## src/shared/ivs_pkg.sv

```systemverilog
// Purpose: constants and carriers for the interrupt vector select block
// Assumes: one 100 MHz clock, asynchronous active-low reset
// Notes:   vector bits 15..0 of the bus word, strap bits are 8..3 plus 2
package ivs_pkg;
    localparam int unsigned IVS_VEC_W       = 16;
    localparam int unsigned IVS_STRAP_LO    = 3;
    localparam int unsigned IVS_STRAP_HI_N  = 7;   // highest strap bit as built
    localparam int unsigned IVS_STRAP_HI_X  = 8;   // highest strap bit with the extra gate
    localparam int unsigned IVS_NUM_LATCH   = 4;
    localparam int unsigned IVS_ADDR_W      = 16;
    localparam logic [15:0] IVS_VEC_MAX_N   = 16'h00fc; // octal 374
    localparam logic [15:0] IVS_VEC_MAX_X   = 16'h01fc; // octal 774
    localparam logic [15:0] IVS_RST_VEC     = 16'h0000;
    localparam logic [15:0] IVS_RST_ADDR    = 16'h0000;
    localparam logic [1:0]  IVS_SYNC_STAGES = 2'h2;

    typedef struct packed {
        logic sync_l;      // active-low bus sync line
        logic dout_l;
        logic din_l;
        logic wtbt_l;
        logic bbsy_l;
        logic iaki_l;
        logic dmgi_l;
    } ivs_bus_ctl_t;

    typedef struct packed {
        logic sync_h;
        logic dout_h;
        logic din_h;
        logic wtbt_h;
        logic bbsy_h;
        logic iaki_h;
        logic dmgi_h;
    } ivs_user_ctl_t;

    typedef struct packed {
        logic       vector_jumper;              // 1 = installed
        logic       vector_enable_strap_point;  // 1 = open (pulled up)
        logic       vector_bit2_strap_point;    // 1 = open
        logic       bit2_from_channel_b;        // bit 2 wrapped to channel B select
        logic       extra_gate;                 // 1 = range extended
        logic [5:0] vec_straps_open;            // bits 8..3, 1 = open
    } ivs_strap_t;
endpackage : ivs_pkg

```

## src/core/ivs_vector_select.sv

```systemverilog
// Purpose: interrupt vector generation and bus address latching
// Assumes: bus pins are asynchronous and pass two flops before use
// Notes:   registered outputs; vector output enable stands while driving
// What this block does
// - Without the extra gate only vectors 0 through octal 374 are produced.
// - With the extra gate vectors up to octal 774 are produced.
// - A strap tied to ground gives a zero vector bit and an open strap a one.
// - Bit 2 may follow the channel B select so B's vector is A's plus four.
// - With that strapping bit 2 is zero while A is master and one while B is.
// - On the asserting edge of bus sync the bus address is caught in four latches.
// - A true-level copy of bus sync is offered to user logic.
// - Bus control lines are received and given to user logic as true levels.
// - With the jumper removed the enable strap sets the vector drive enable.
// - The vector drive enable gates the vector onto the data lines, jumper in or out.
// - Jumper in gives a vector at each interrupt while the normal enable source is high; out and strap grounded gives none.
`timescale 1ns/100ps
module ivs_vector_select
    import ivs_pkg::*;
#(
    parameter int unsigned ADDR_W = IVS_ADDR_W
) (
    input  wire logic              i_sys_clk,                 // system clock
    input  wire logic              i_rst_b,                   // async reset, active low
    input  wire logic              i_ce,                      // clock enable
    input  wire ivs_bus_ctl_t      i_bus_ctl,                 // bus control lines, active low
    input  wire logic [ADDR_W-1:0] i_bus_dal,                 // bus data/address lines
    input  wire logic              i_vector_strobe,           // interrupt logic vector request
    input  wire logic              i_channel_b_vector_select, // channel B is master
    input  wire logic              i_vector_drive_enable,     // normal vector drive enable source
    input  wire ivs_strap_t        i_straps,                  // strap and jumper setting
    output logic [IVS_VEC_W-1:0]   o_vec_data,                // vector onto bus data lines
    output logic                   o_vec_oe,                  // high while vector is driven
    output logic                   o_vector_drive_enable,     // effective enable level
    output ivs_user_ctl_t          o_user_ctl,                // true-level control copies
    output logic                   o_bus_sync_true_level,     // true-level bus sync
    output logic [ADDR_W-1:0]      o_addr_latch [IVS_NUM_LATCH] // four holding latches
);

    // two-flop synchronisers; stage one only feeds stage two
    // every pin is sampled by the same two stages, so a word and its sync
    // line keep their relative timing through the pipeline
    ivs_bus_ctl_t         ctl_s1_q;
    ivs_bus_ctl_t         ctl_s2_q;
    logic [ADDR_W-1:0]    dal_s1_q;
    logic [ADDR_W-1:0]    dal_s2_q;
    logic                 strobe_s1_q;
    logic                 strobe_s2_q;
    logic                 chan_b_s1_q;
    logic                 chan_b_s2_q;
    logic                 enb_src_s1_q;
    logic                 enb_src_s2_q;
    ivs_strap_t           strap_s1_q;
    ivs_strap_t           strap_s2_q;

    // edge detection and vector assembly
    logic                 sync_prev_q;
    logic                 sync_rise;
    logic [IVS_VEC_W-1:0] strap_vec;
    logic                 enb_d;
    logic                 drive_d;
    logic [IVS_VEC_W-1:0] vec_d;

    // bus control lines; every line idles high
    always_ff @(posedge i_sys_clk or negedge i_rst_b) begin
        if (!i_rst_b) begin
            ctl_s1_q <= '1;
            ctl_s2_q <= '1;
        end else if (i_ce) begin
            ctl_s1_q <= i_bus_ctl;
            ctl_s2_q <= ctl_s1_q;
        end
    end

    // bus data/address lines
    always_ff @(posedge i_sys_clk or negedge i_rst_b) begin
        if (!i_rst_b) begin
            dal_s1_q <= '0;
            dal_s2_q <= '0;
        end else if (i_ce) begin
            dal_s1_q <= i_bus_dal;
            dal_s2_q <= dal_s1_q;
        end
    end

    // vector strobe from the interrupt logic
    always_ff @(posedge i_sys_clk or negedge i_rst_b) begin
        if (!i_rst_b) begin
            strobe_s1_q <= 1'h0;
            strobe_s2_q <= 1'h0;
        end else if (i_ce) begin
            strobe_s1_q <= i_vector_strobe;
            strobe_s2_q <= strobe_s1_q;
        end
    end

    // channel B master indication
    always_ff @(posedge i_sys_clk or negedge i_rst_b) begin
        if (!i_rst_b) begin
            chan_b_s1_q <= 1'h0;
            chan_b_s2_q <= 1'h0;
        end else if (i_ce) begin
            chan_b_s1_q <= i_channel_b_vector_select;
            chan_b_s2_q <= chan_b_s1_q;
        end
    end

    // normal source of the vector drive enable
    always_ff @(posedge i_sys_clk or negedge i_rst_b) begin
        if (!i_rst_b) begin
            enb_src_s1_q <= 1'h0;
            enb_src_s2_q <= 1'h0;
        end else if (i_ce) begin
            enb_src_s1_q <= i_vector_drive_enable;
            enb_src_s2_q <= enb_src_s1_q;
        end
    end

    // straps and jumper are static, but are still synchronised in case they move
    always_ff @(posedge i_sys_clk or negedge i_rst_b) begin
        if (!i_rst_b) begin
            strap_s1_q <= '0;
            strap_s2_q <= '0;
        end else if (i_ce) begin
            strap_s1_q <= i_straps;
            strap_s2_q <= strap_s1_q;
        end
    end

    // each vector bit position has its own source
    for (genvar b = 0; b < IVS_VEC_W; b++) begin : g_vec_bit
        if (b < IVS_STRAP_LO - 1) begin : g_fixed
            assign strap_vec[b] = 1'h0;
        end else if (b == IVS_STRAP_LO - 1) begin : g_chan
            assign strap_vec[b] = strap_s2_q.bit2_from_channel_b ? chan_b_s2_q
                                                                 : strap_s2_q.vector_bit2_strap_point;
        end else if (b < IVS_STRAP_HI_X) begin : g_strap
            assign strap_vec[b] = strap_s2_q.vec_straps_open[b-IVS_STRAP_LO];
        end else if (b == IVS_STRAP_HI_X) begin : g_gated
            assign strap_vec[b] = strap_s2_q.extra_gate & strap_s2_q.vec_straps_open[b-IVS_STRAP_LO];
        end else begin : g_unused
            assign strap_vec[b] = 1'h0;
        end
    end

    // jumper out: the enable strap alone sets the drive enable level
    assign enb_d = strap_s2_q.vector_jumper ? enb_src_s2_q
                                            : strap_s2_q.vector_enable_strap_point;
    assign drive_d = strobe_s2_q & enb_d;
    // vector lines rest at zero so nothing stale reaches the bus between strobes
    assign vec_d = drive_d ? strap_vec : IVS_RST_VEC;

    // true-level control copies
    always_ff @(posedge i_sys_clk or negedge i_rst_b) begin
        if (!i_rst_b) begin
            o_user_ctl <= '0;
        end else if (i_ce) begin
            o_user_ctl <= ~ctl_s2_q;
        end
    end

    // true-level copy of bus sync
    always_ff @(posedge i_sys_clk or negedge i_rst_b) begin
        if (!i_rst_b) begin
            o_bus_sync_true_level <= 1'h0;
        end else if (i_ce) begin
            o_bus_sync_true_level <= ~ctl_s2_q.sync_l;
        end
    end

    // previous sync level; resets deasserted so no false edge follows reset
    always_ff @(posedge i_sys_clk or negedge i_rst_b) begin
        if (!i_rst_b) begin
            sync_prev_q <= 1'h0;
        end else if (i_ce) begin
            sync_prev_q <= ~ctl_s2_q.sync_l;
        end
    end

    assign sync_rise = ~ctl_s2_q.sync_l & ~sync_prev_q;

    // address capture on sync assertion; all four latches take the same word
    for (genvar g = 0; g < IVS_NUM_LATCH; g++) begin : g_latch
        always_ff @(posedge i_sys_clk or negedge i_rst_b) begin
            if (!i_rst_b) begin
                o_addr_latch[g] <= ADDR_W'(IVS_RST_ADDR);
            end else if (i_ce && sync_rise) begin
                o_addr_latch[g] <= dal_s2_q;
            end
        end
    end

    // effective enable level, shown whether or not a vector is requested
    always_ff @(posedge i_sys_clk or negedge i_rst_b) begin
        if (!i_rst_b) begin
            o_vector_drive_enable <= 1'h0;
        end else if (i_ce) begin
            o_vector_drive_enable <= enb_d;
        end
    end

    // jumper in: drive at each strobe while the normal enable source is high; jumper out: strap level alone decides
    always_ff @(posedge i_sys_clk or negedge i_rst_b) begin
        if (!i_rst_b) begin
            o_vec_oe <= 1'h0;
        end else if (i_ce) begin
            o_vec_oe <= drive_d;
        end
    end

    // vector word onto the data lines
    always_ff @(posedge i_sys_clk or negedge i_rst_b) begin
        if (!i_rst_b) begin
            o_vec_data <= IVS_RST_VEC;
        end else if (i_ce) begin
            o_vec_data <= vec_d;
        end
    end

endmodule // ivs_vector_select

```

## config.mk

```make
export PLATFORM = sky130hd
export DESIGN_NAME = ivs_vector_select
export DESIGN_NICKNAME = d
export VERILOG_FILES = /design/src/shared/ivs_pkg.sv /design/src/core/ivs_vector_select.sv
export SDC_FILE = /design/constraint.sdc
export NUM_CORES = 1
export LEC_CHECK = 0
export BUFFER_PORTS_ARGS = -buffer_cell sky130_fd_sc_hd__buf_2
export CAP_MARGIN = 20
export CORE_ASPECT_RATIO = 1.1
export CORE_MARGIN = 5
export CORE_UTILIZATION = 51
export DETAILED_ROUTE_END_ITERATION = 7
export GPL_TIMING_DRIVEN = 0
export HOLD_SLACK_MARGIN = 0.03
export PLACE_DENSITY = 0.78
export SETUP_SLACK_MARGIN = 0.2
export SYNTH_ARGS = -nofsm -noshare
export SYNTH_HDL_FRONTEND = slang
export SYNTH_SLANG_ARGS = --single-unit
```

## constraint.sdc

```tcl
create_clock -name i_sys_clk -period 2.15 [get_ports i_sys_clk]
set_clock_uncertainty 0.2 [all_clocks]
set_input_delay 0.1075 -clock i_sys_clk [delete_from_list [all_inputs] [get_ports i_sys_clk]]
set_output_delay 0.1075 -clock i_sys_clk [all_outputs]
set_load 0.02 [all_outputs]
```

==> metrics.txt, run 1 <==
hold_buf cts 38; num ports 130; CTS resizes 0; first-pass GRT wire length 14.24 mm; Vias per Instance 4.654; Largest stage delay, worst path 0.45 ns; placed insts 553; Clock Pin Slew Worst Setup and Hold Paths 0.10 ns; drt drc 0; WL/cell 14.15 um; # diodes 0; Area Growth Syn to Fin 31.25%; drt total wl 8.588 mm; Final Cycle Share 82.60%; Pleak 2.869 nW; Root Buffer clkbuf_8; Fmax 563.1 MHz; insertion delay to the later sink of the worst-skew pair 0.36 ns; #FFs+latches synth 106; global placement routability congestion 0.7673; Netlist cell types 17; Setup Buffers After CTS 0; Port Buffer Count 119; worst path cell trace nor3b_4 -> buf_6 -> mux2_2; Mapped Area 4448 um^2; Worst Path Arrival 1.82 ns; pin slew with the least headroom to its limit 0.7515 ns; largest net degree at the start of global routing 59; total track usage 16.77%; PD cells 1163 nW/um^2; hold crit path type in2async; status complete, no violations; DRT Pass-1 Iters 4; Top Family by Delay on Critical Path flip-flops; initial antenna violation count 0; clk buf depth 2; Multi-input gate area 1227 um^2; layout cells sized above 1 61.29%; FF/Latch Area 2670 um^2; chip height 107.9 um; critical path endpoint category flop; 1st-iter DRT viols 83; dpl hpwl 6.033 mm; worst reg2reg setup slack 0.37 ns; reg2reg path depth 3; commonest non-fill, non-tap cells in the layout buf_2 (126), dfrtp_1 (92), mux2_2 (85); maximum VDD drop 0.5086 mV; H-Tree Level Count 3; vias in the first global route 2887; CP Class reg2reg; setup TNS 0 ns; Mapped Cells 314; Initial Util 52.63%; register area share after synthesis 60.03%; Final setup viols 0; Crit path depth 3; Req. time, crit path 2.19 ns; Critical Path Start Type flop; most common cell after layout, fill and taps aside buf_2; Final #Nets 531; CTS tree done; non-filler cells, final 607; Row Count 35; Tmin final 1.776 ns; via count 2825; RSZ-0062 raised after global routing false; Max FO, Critical Path 10; worst path bufs/invs 1; Fillers 618; Final Max Slew Viols 0; final hold vios 0; Synth Warn # 0; syn avg cell area 14.17 um^2; Crit-path slowest cell dfrtp_1; Die X 99.05 um; CTS buffer count 9; Overflow after GRT 0; clk sinks 106; relative slew slack 48.47%; Die ar. 10690 um^2; core area 8452 um^2; antenna violation net count after detailed routing 0; max cap viols 0
[synthesized netlist by cell type (all sizes together)]
| cell type | instances | share of area, % |
|---|---|---|
| a21oi | 1 | 0.11 |
| buf | 69 | 11 |
| clkbuf | 1 | 0.084 |
| conb | 1 | 0.084 |
| dfrtp | 92 | 52 |
| dfstp | 14 | 8.3 |
| inv | 20 | 1.7 |
| mux2 | 85 | 22 |
| mux2i | 9 | 2.0 |
| nand2 | 7 | 0.59 |
| nor2 | 1 | 0.084 |
| nor3b | 1 | 0.42 |
| o21ai | 5 | 0.56 |
| o22ai | 1 | 0.14 |
| o32ai | 7 | 1.4 |
[layer usage]
metal  up-vias  track usage (%)  share of wire [%]
li1       1338                -                  -
met1      1382            20.98                 41
met2        97            28.26                 50
met3         8            4.581                7.9
met4         0            5.561                1.0
met5         -                0                  0
[worst register-to-register path, delay by kind of cell (launching register included)]
family                 cells  cell delay [ns]
flip-flops                 1             0.45
AND/OR/NAND/NOR            1             0.43
multiplexers               1             0.35
buffers and inverters      1             0.23
[registers in the layout, indices dropped and copies added (netlist names)]
name,cells
chan_b_s1_q,1
chan_b_s2_q,1
ctl_s1_q,7
ctl_s2_q,7
dal_s1_q,16
dal_s2_q,16
enb_src_s1_q,1
enb_src_s2_q,1
o_addr_latch,16
o_user_ctl,7
o_vec_data,7
o_vec_oe,1
o_vector_drive_enable,1
strap_s1_q,11
strap_s2_q,11
strobe_s1_q,1
strobe_s2_q,1
[path summary, 6_finish.rpt]
kind                                     from                to
worst max register to register  o_user_ctl[6]  o_addr_latch[61]
max in group asynchronous             i_rst_b    strap_s1_q[10]
worst max-delay path            o_user_ctl[6]  o_addr_latch[61]
min in group i_sys_clk                   i_ce  o_addr_latch[49]
worst min register to register  strap_s1_q[1]     strap_s2_q[1]
worst min-delay path                  i_rst_b  o_addr_latch[48]
[per-stage QoR]
step | util [%] | hold slack [ns] | area [um^2] | worst slack, ns | power, W
2_1_floorplan | - | -0.3881 | 4478 | 0.4962 | 0.004641
3_3_place_gp | 61.67 | 0.1403 | 5213 | -0.2799 | 0.005423
3_5_place_dp | 62.03 | -0.04059 | 5243 | 0.3643 | 0.005522
4_1_cts | 69.07 | 0.1248 | 5838 | 0.3316 | 0.006844
5_1_grt | 69.07 | 0.1338 | 5838 | 0.2909 | 0.007175
6_report | 69.07 | 0.1033 | 5838 | 0.3741 | 0.006789
[power by group]
| group | internal, W | switching [W] | leakage [nW] |
|---|---|---|---|
| logic | 0.00136 | 0.00146 | 1.52 |
| clock network | 0.000637 | 0.000637 | 0.106 |
| registers | 0.00239 | 0.000308 | 1.24 |
[final cells by class]
type / count / share of cell area, %
flip-flops and latches: 106 / 45.74
multi-input cells: 126 / 21.02
repair buffers: 158 / 17.23
plain buffers: 70 / 8.658
clock buffers: 13 / 2.893
well taps: 111 / 2.379
inverters: 20 / 1.286
clock inverters: 3 / 0.7930
[logic make-up after synthesis]
| logic type | share of synthesized area [%] |
|---|---|
| buf+inv | 13.05 |
| flops | 60.03 |
| compound gates | 2.194 |
| mux | 23.54 |
| other cells | 0.08431 |
| simple gates | 1.097 |
Note: power is estimated with default switching activity, not from simulation.
==> run 2, diff against run 1 <==
clock period = 1.8 ns   (was 2.15 ns; I/O delays follow)
==> run 2 against run 1 <==
  * Sequential cell count stayed put
  * Final cell count is 0.66% higher
  * Combinational power is 22% higher
  * Die area stayed put
  * Highest routed layer unchanged
  * Power is 20% higher
  * Clock power is 17% higher
==> metrics.txt, run 2 (synthesized netlist as in run 1, its figures left out) <==
Clock Pin Slew Worst Setup and Hold Paths 0.09 ns; Tmin final 1.584 ns; critical path endpoint category flop; status complete, no violations; vias in the first global route 3004; Reg-to-Reg Start o_user_ctl[6]; chip height 107.9 um; Overflow after GRT 0; layout cells sized above 1 62.00%; Fmax 631.2 MHz; num ports 130; 1st-iter DRT viols 139; Multi-input gate area 1242 um^2; largest net degree at the start of global routing 57; antenna violation net count after detailed routing 0; placed cell area 5244 um^2; Final Cycle Share 88.02%; maximum VDD drop 0.5447 mV; via count 2821; worst flop-to-flop path endpoint o_addr_latch[56]; drt drc 0; Area Growth Syn to Fin 32.35%; worst reg2reg setup slack 0.22 ns; clk sinks 106; setup TNS 0 ns; final hold slack 0.1111 ns; final instance area 5887 um^2; power consumption 0.008132 W; Die X 99.05 um; dpl hpwl 6.061 mm; RSZ-0062 raised after global routing true; reg2reg path depth 4; most common cell after layout, fill and taps aside buf_2; Flop pwr share 39.6%; Max FO, Critical Path 5; pin slew with the least headroom to its limit 0.6690 ns; Initial Util 52.63%; initial antenna violation count 0; core area 8452 um^2; total track usage 16.90%; CTS buffer count 9; Root Buffer clkbuf_8; global placement routability congestion 0.7510; Final #Nets 535; relative slew slack 55.40%; drt total wl 8.739 mm; max cap viols 0; P_sw 0.002900 W; CP Class reg2reg; Final setup viols 0; Logic pwr share 42.2%; Clock power frac 18.3%; # diodes 0; Worst Path Arrival 1.61 ns; first-pass GRT wire length 14.54 mm; Port Buffer Count 119; DRT Pass-1 Iters 4; PD cells 1381 nW/um^2; final hold vios 0; CTS tree done; Int Pwr 0.005232 W; Critical Path Start Type flop; FF/Latch Area 2671 um^2; Pleak 2.896 nW; Fillers 600; Final Max Slew Viols 0; clk buf depth 2; Req. time, crit path 1.83 ns; insertion delay to the later sink of the worst-skew pair 0.36 ns; Vias per Instance 4.617; Largest regs dal_s1_q x16, dal_s2_q x16, o_addr_latch x16; Die ar. 10690 um^2; commonest non-fill, non-tap cells in the layout buf_2 (126), dfrtp_1 (91), mux2_2 (82); H-Tree Level Count 3; Row Count 35; Sw Share 35.66%; hold crit path type in2async; WL/cell 14.30 um
==> run 2: cell count changes in the layout (fill, tap and decap cells not counted), sizes merged <==
cell | previous run | this run
clkinv | 1 | 2
buf | 189 | 193
clkbuf | 14 | 13
==> run 2: routing by layer <==
| metal | routed length [um] | global-route usage (%) | vias up |
|---|---|---|---|
| met1 | 3533 | 20.96 | 1374 |
| met2 | 4423 | 29.03 | 93 |
| met4 | 121 | 5.659 | 0 |
| met3 | 660 | 4.129 | 12 |
| li1 | - | - | 1342 |
| met5 | 0 | 0 | - |
==> run 2: repair_timing <==
item,4_1_cts,5_1_grt
buffers inserted,2,1
gates cloned,0,1
endpoints found under the setup margin,11,15
resized for setup,1,8
endpoints found under the hold margin,87,0
pin swaps,1,1
hold buffers,38,0
==> run 2: metrics by stage <==
stage	utilization, %	worst slack [ns]	cells
floorplan	-	0.1616	322
finish	69.65	0.2157	611
detailed placement	62.04	0.03676	553
CTS	69.21	0.2018	609
global route	69.65	0.1746	611
global placement	61.69	-0.7908	552
==> run 2: final cells by class <==
cell class                 count  share of cell area, %
buffer                        70                  8.587
tap                          111                  2.359
clock buffer                  12                  2.635
clock inverter                 4                 0.8714
inverter                      20                  1.275
timing repair buffer         162                  17.79
multi-input combinational    126                  21.11
sequential                   106                  45.38
==> run 2: worst max path at each step <==
stage | start | end | slack [ns]
global placement | i_rst_b | o_user_ctl[6] | -0.79
global route | o_user_ctl[6] | o_addr_latch[61] | 0.17
CTS | o_user_ctl[6] | o_addr_latch[56] | 0.20
detailed placement | o_user_ctl[6] | o_addr_latch[56] | 0.04
finish | o_user_ctl[6] | o_addr_latch[56] | 0.22
floorplan | o_user_ctl[6] | o_addr_latch[53] | 0.16
==> run 2: power groups by stage <==
stage / logic, W / registers (W) / clock network, W
final: 0.00343 / 0.00322 / 0.00149
after global routing: 0.00364 / 0.00331 / 0.00164
after CTS: 0.00341 / 0.00322 / 0.00153
after detailed placement: 0.00334 / 0.00327 / 0
after global placement: 0.00325 / 0.00323 / 0
after floorplan: 0.00206 / 0.00349 / 0
==> run 2: critical path, stage by stage, from the launching register on <==
cell     delay [ns]
dfrtp_2        0.45
nor3b_4        0.20
buf_6          0.14
buf_6          0.12
mux2_2         0.34
==> run 3, diff against run 2 <==
CORE_UTILIZATION = 52   (was 51)
CTS_BUF_LIST = sky130_fd_sc_hd__clkbuf_8   (was default)
PLACE_DENSITY = 0.79   (was 0.78)
==> run 3 against run 2 <==
  * First-iteration DRC count is 27% lower
  * Fmax is 2.8% higher
  * Clock-buffer cell count is 2 lower
  * Critical endpoint is now o_addr_latch[62]
  * Power is 1.1% higher
  * Largest power group unchanged
  * Sequential power hardly changed
  * Sequential share of layout area is 0.13 points higher
  * Wire length is 2.3% higher
  * Clock power is 8% higher
  * Combinational power is 1% lower
  * Via count is 1.6% higher
  * Register-to-register slack better by 0.04 ns
  * Critical path type unchanged
  * Global-route usage is 0.82 points higher
  * Highest routed layer unchanged
==> metrics.txt, run 3 (synthesized netlist as in run 1, its figures left out) <==
Die ar. 10510 um^2; worst path bufs/invs 1; Overflow after GRT 0; 1st-iter DRT viols 102; placed cell area 5244 um^2; Fmax 648.6 MHz; pin slew with the least headroom to its limit 0.7062 ns; Row Count 35; WL/cell 14.67 um; Top Family by Delay on Critical Path flip-flops; Max FO, Critical Path 10; critical path endpoint category flop; power consumption 0.008222 W; clk buf depth 2; Crit-path slowest cell dfrtp_2; Final #Nets 533; Worst Path Arrival 1.58 ns; initial antenna violation count 0; drt drc 0; Post-Route Utilization 70.19%; via count 2866; maximum VDD drop 0.6002 mV; Clock Pin Slew Worst Setup and Hold Paths 0.10 ns; H-Tree Level Count 3; clk sinks 106; core area 8364 um^2; first-pass GRT wire length 15.04 mm; final hold vios 0; global placement routability congestion 0.7428; relative slew slack 52.92%; antenna violation net count after detailed routing 0; Largest stage delay, worst path 0.45 ns; status complete, no violations; total track usage 17.72%; Final Cycle Share 85.66%; num ports 130; insertion delay to the later sink of the worst-skew pair 0.35 ns; Initial Util 53.18%; # diodes 0; chip height 107 um; PD cells 1401 nW/um^2; largest net degree at the start of global routing 55; Final setup viols 0; final instance area 5871 um^2; RSZ-0062 raised after global routing true; Area Growth Syn to Fin 31.98%; layout cells sized above 1 61.85%; Die X 98.19 um; max cap viols 0; Tmin final 1.542 ns; commonest non-fill, non-tap cells in the layout buf_2 (126), dfrtp_1 (91), mux2_2 (85); Pleak 2.889 nW; most common cell after layout, fill and taps aside buf_2; Req. time, crit path 1.84 ns; Critical Path Start Type flop; Final Max Slew Viols 0; Root Buffer clkbuf_8; final hold slack 0.1349 ns; DRT Pass-1 Iters 4; CTS buffer count 9; Vias per Instance 4.706; CP Class reg2reg; vias in the first global route 3071; hold crit path type in2async; Port Buffer Count 119; worst path cell trace nor3b_4 -> buf_6 -> mux2_2; Largest regs dal_s1_q x16, dal_s2_q x16, o_addr_latch x16; CTS tree done; dpl hpwl 6.075 mm; drt total wl 8.937 mm
run 3: per-stage QoR:
step	setup slack (ns)	TNS [ns]	std cells
floorplan	0.1616	0	322
finish	0.2581	0	609
detailed placement	0.04558	0	553
global route	0.1886	0	609
global placement	-0.7784	-56.02	552
CTS	0.2289	0	609
run 3: worst register-to-register path, cell delays in order, from the launching register on:
cell and delay [ns]:
dfrtp_2 0.45, nor3b_4 0.25, buf_6 0.20, mux2_2 0.35
run 3: layer usage:
metal / wire, um / vias up / global-route usage [%]
met1: 3614 / 1420 / 21.41
met5: 0 / - / 0
met3: 569 / 15 / 4.099
li1: - / 1338 / -
met4: 147 / 0 / 6.244
met2: 4605 / 93 / 31.13
run 3: timing repair:
item,in CTS,in global routing
endpoints found under the hold margin,90,0
setup buffers,2,0
setup endpoints to repair,13,4
gates resized for setup,1,0
hold buffers,38,0
pin swaps,1,0
run 3: cell type report:
class	count	area (um^2)
well taps	111	138.9
flip-flops and latches	106	2671
inverters	20	75.07
multi-input cells	126	1231
clock inverters	6	90.09
repair buffers	160	1021
fillers	591	2494
plain buffers	70	505.5
clock buffers	10	137.6
run 3: path summary, 6_finish.rpt:
path                                     from                to  slack (ns)  cells past startpoint
min in group i_sys_clk                   i_ce       dal_s1_q[5]        0.14                      3
worst min-delay path                  i_rst_b  o_addr_latch[58]        0.13                      2
worst min register to register  strap_s1_q[4]     strap_s2_q[4]        0.29                      2
max in group asynchronous             i_rst_b       ctl_s1_q[6]        0.51                      3
worst max register to register  o_user_ctl[6]  o_addr_latch[62]        0.26                      3
worst max-delay path            o_user_ctl[6]  o_addr_latch[62]        0.26                      3
run 3: power breakdown:
part	total (W)	leakage [nW]	switching (W)	internal (W)
registers	0.00322	1.24	0.000370	0.00285
logic	0.00339	1.53	0.00176	0.00163
clock network	0.00161	0.118	0.000779	0.000827
total	0.00822	2.89	0.00291	0.00531
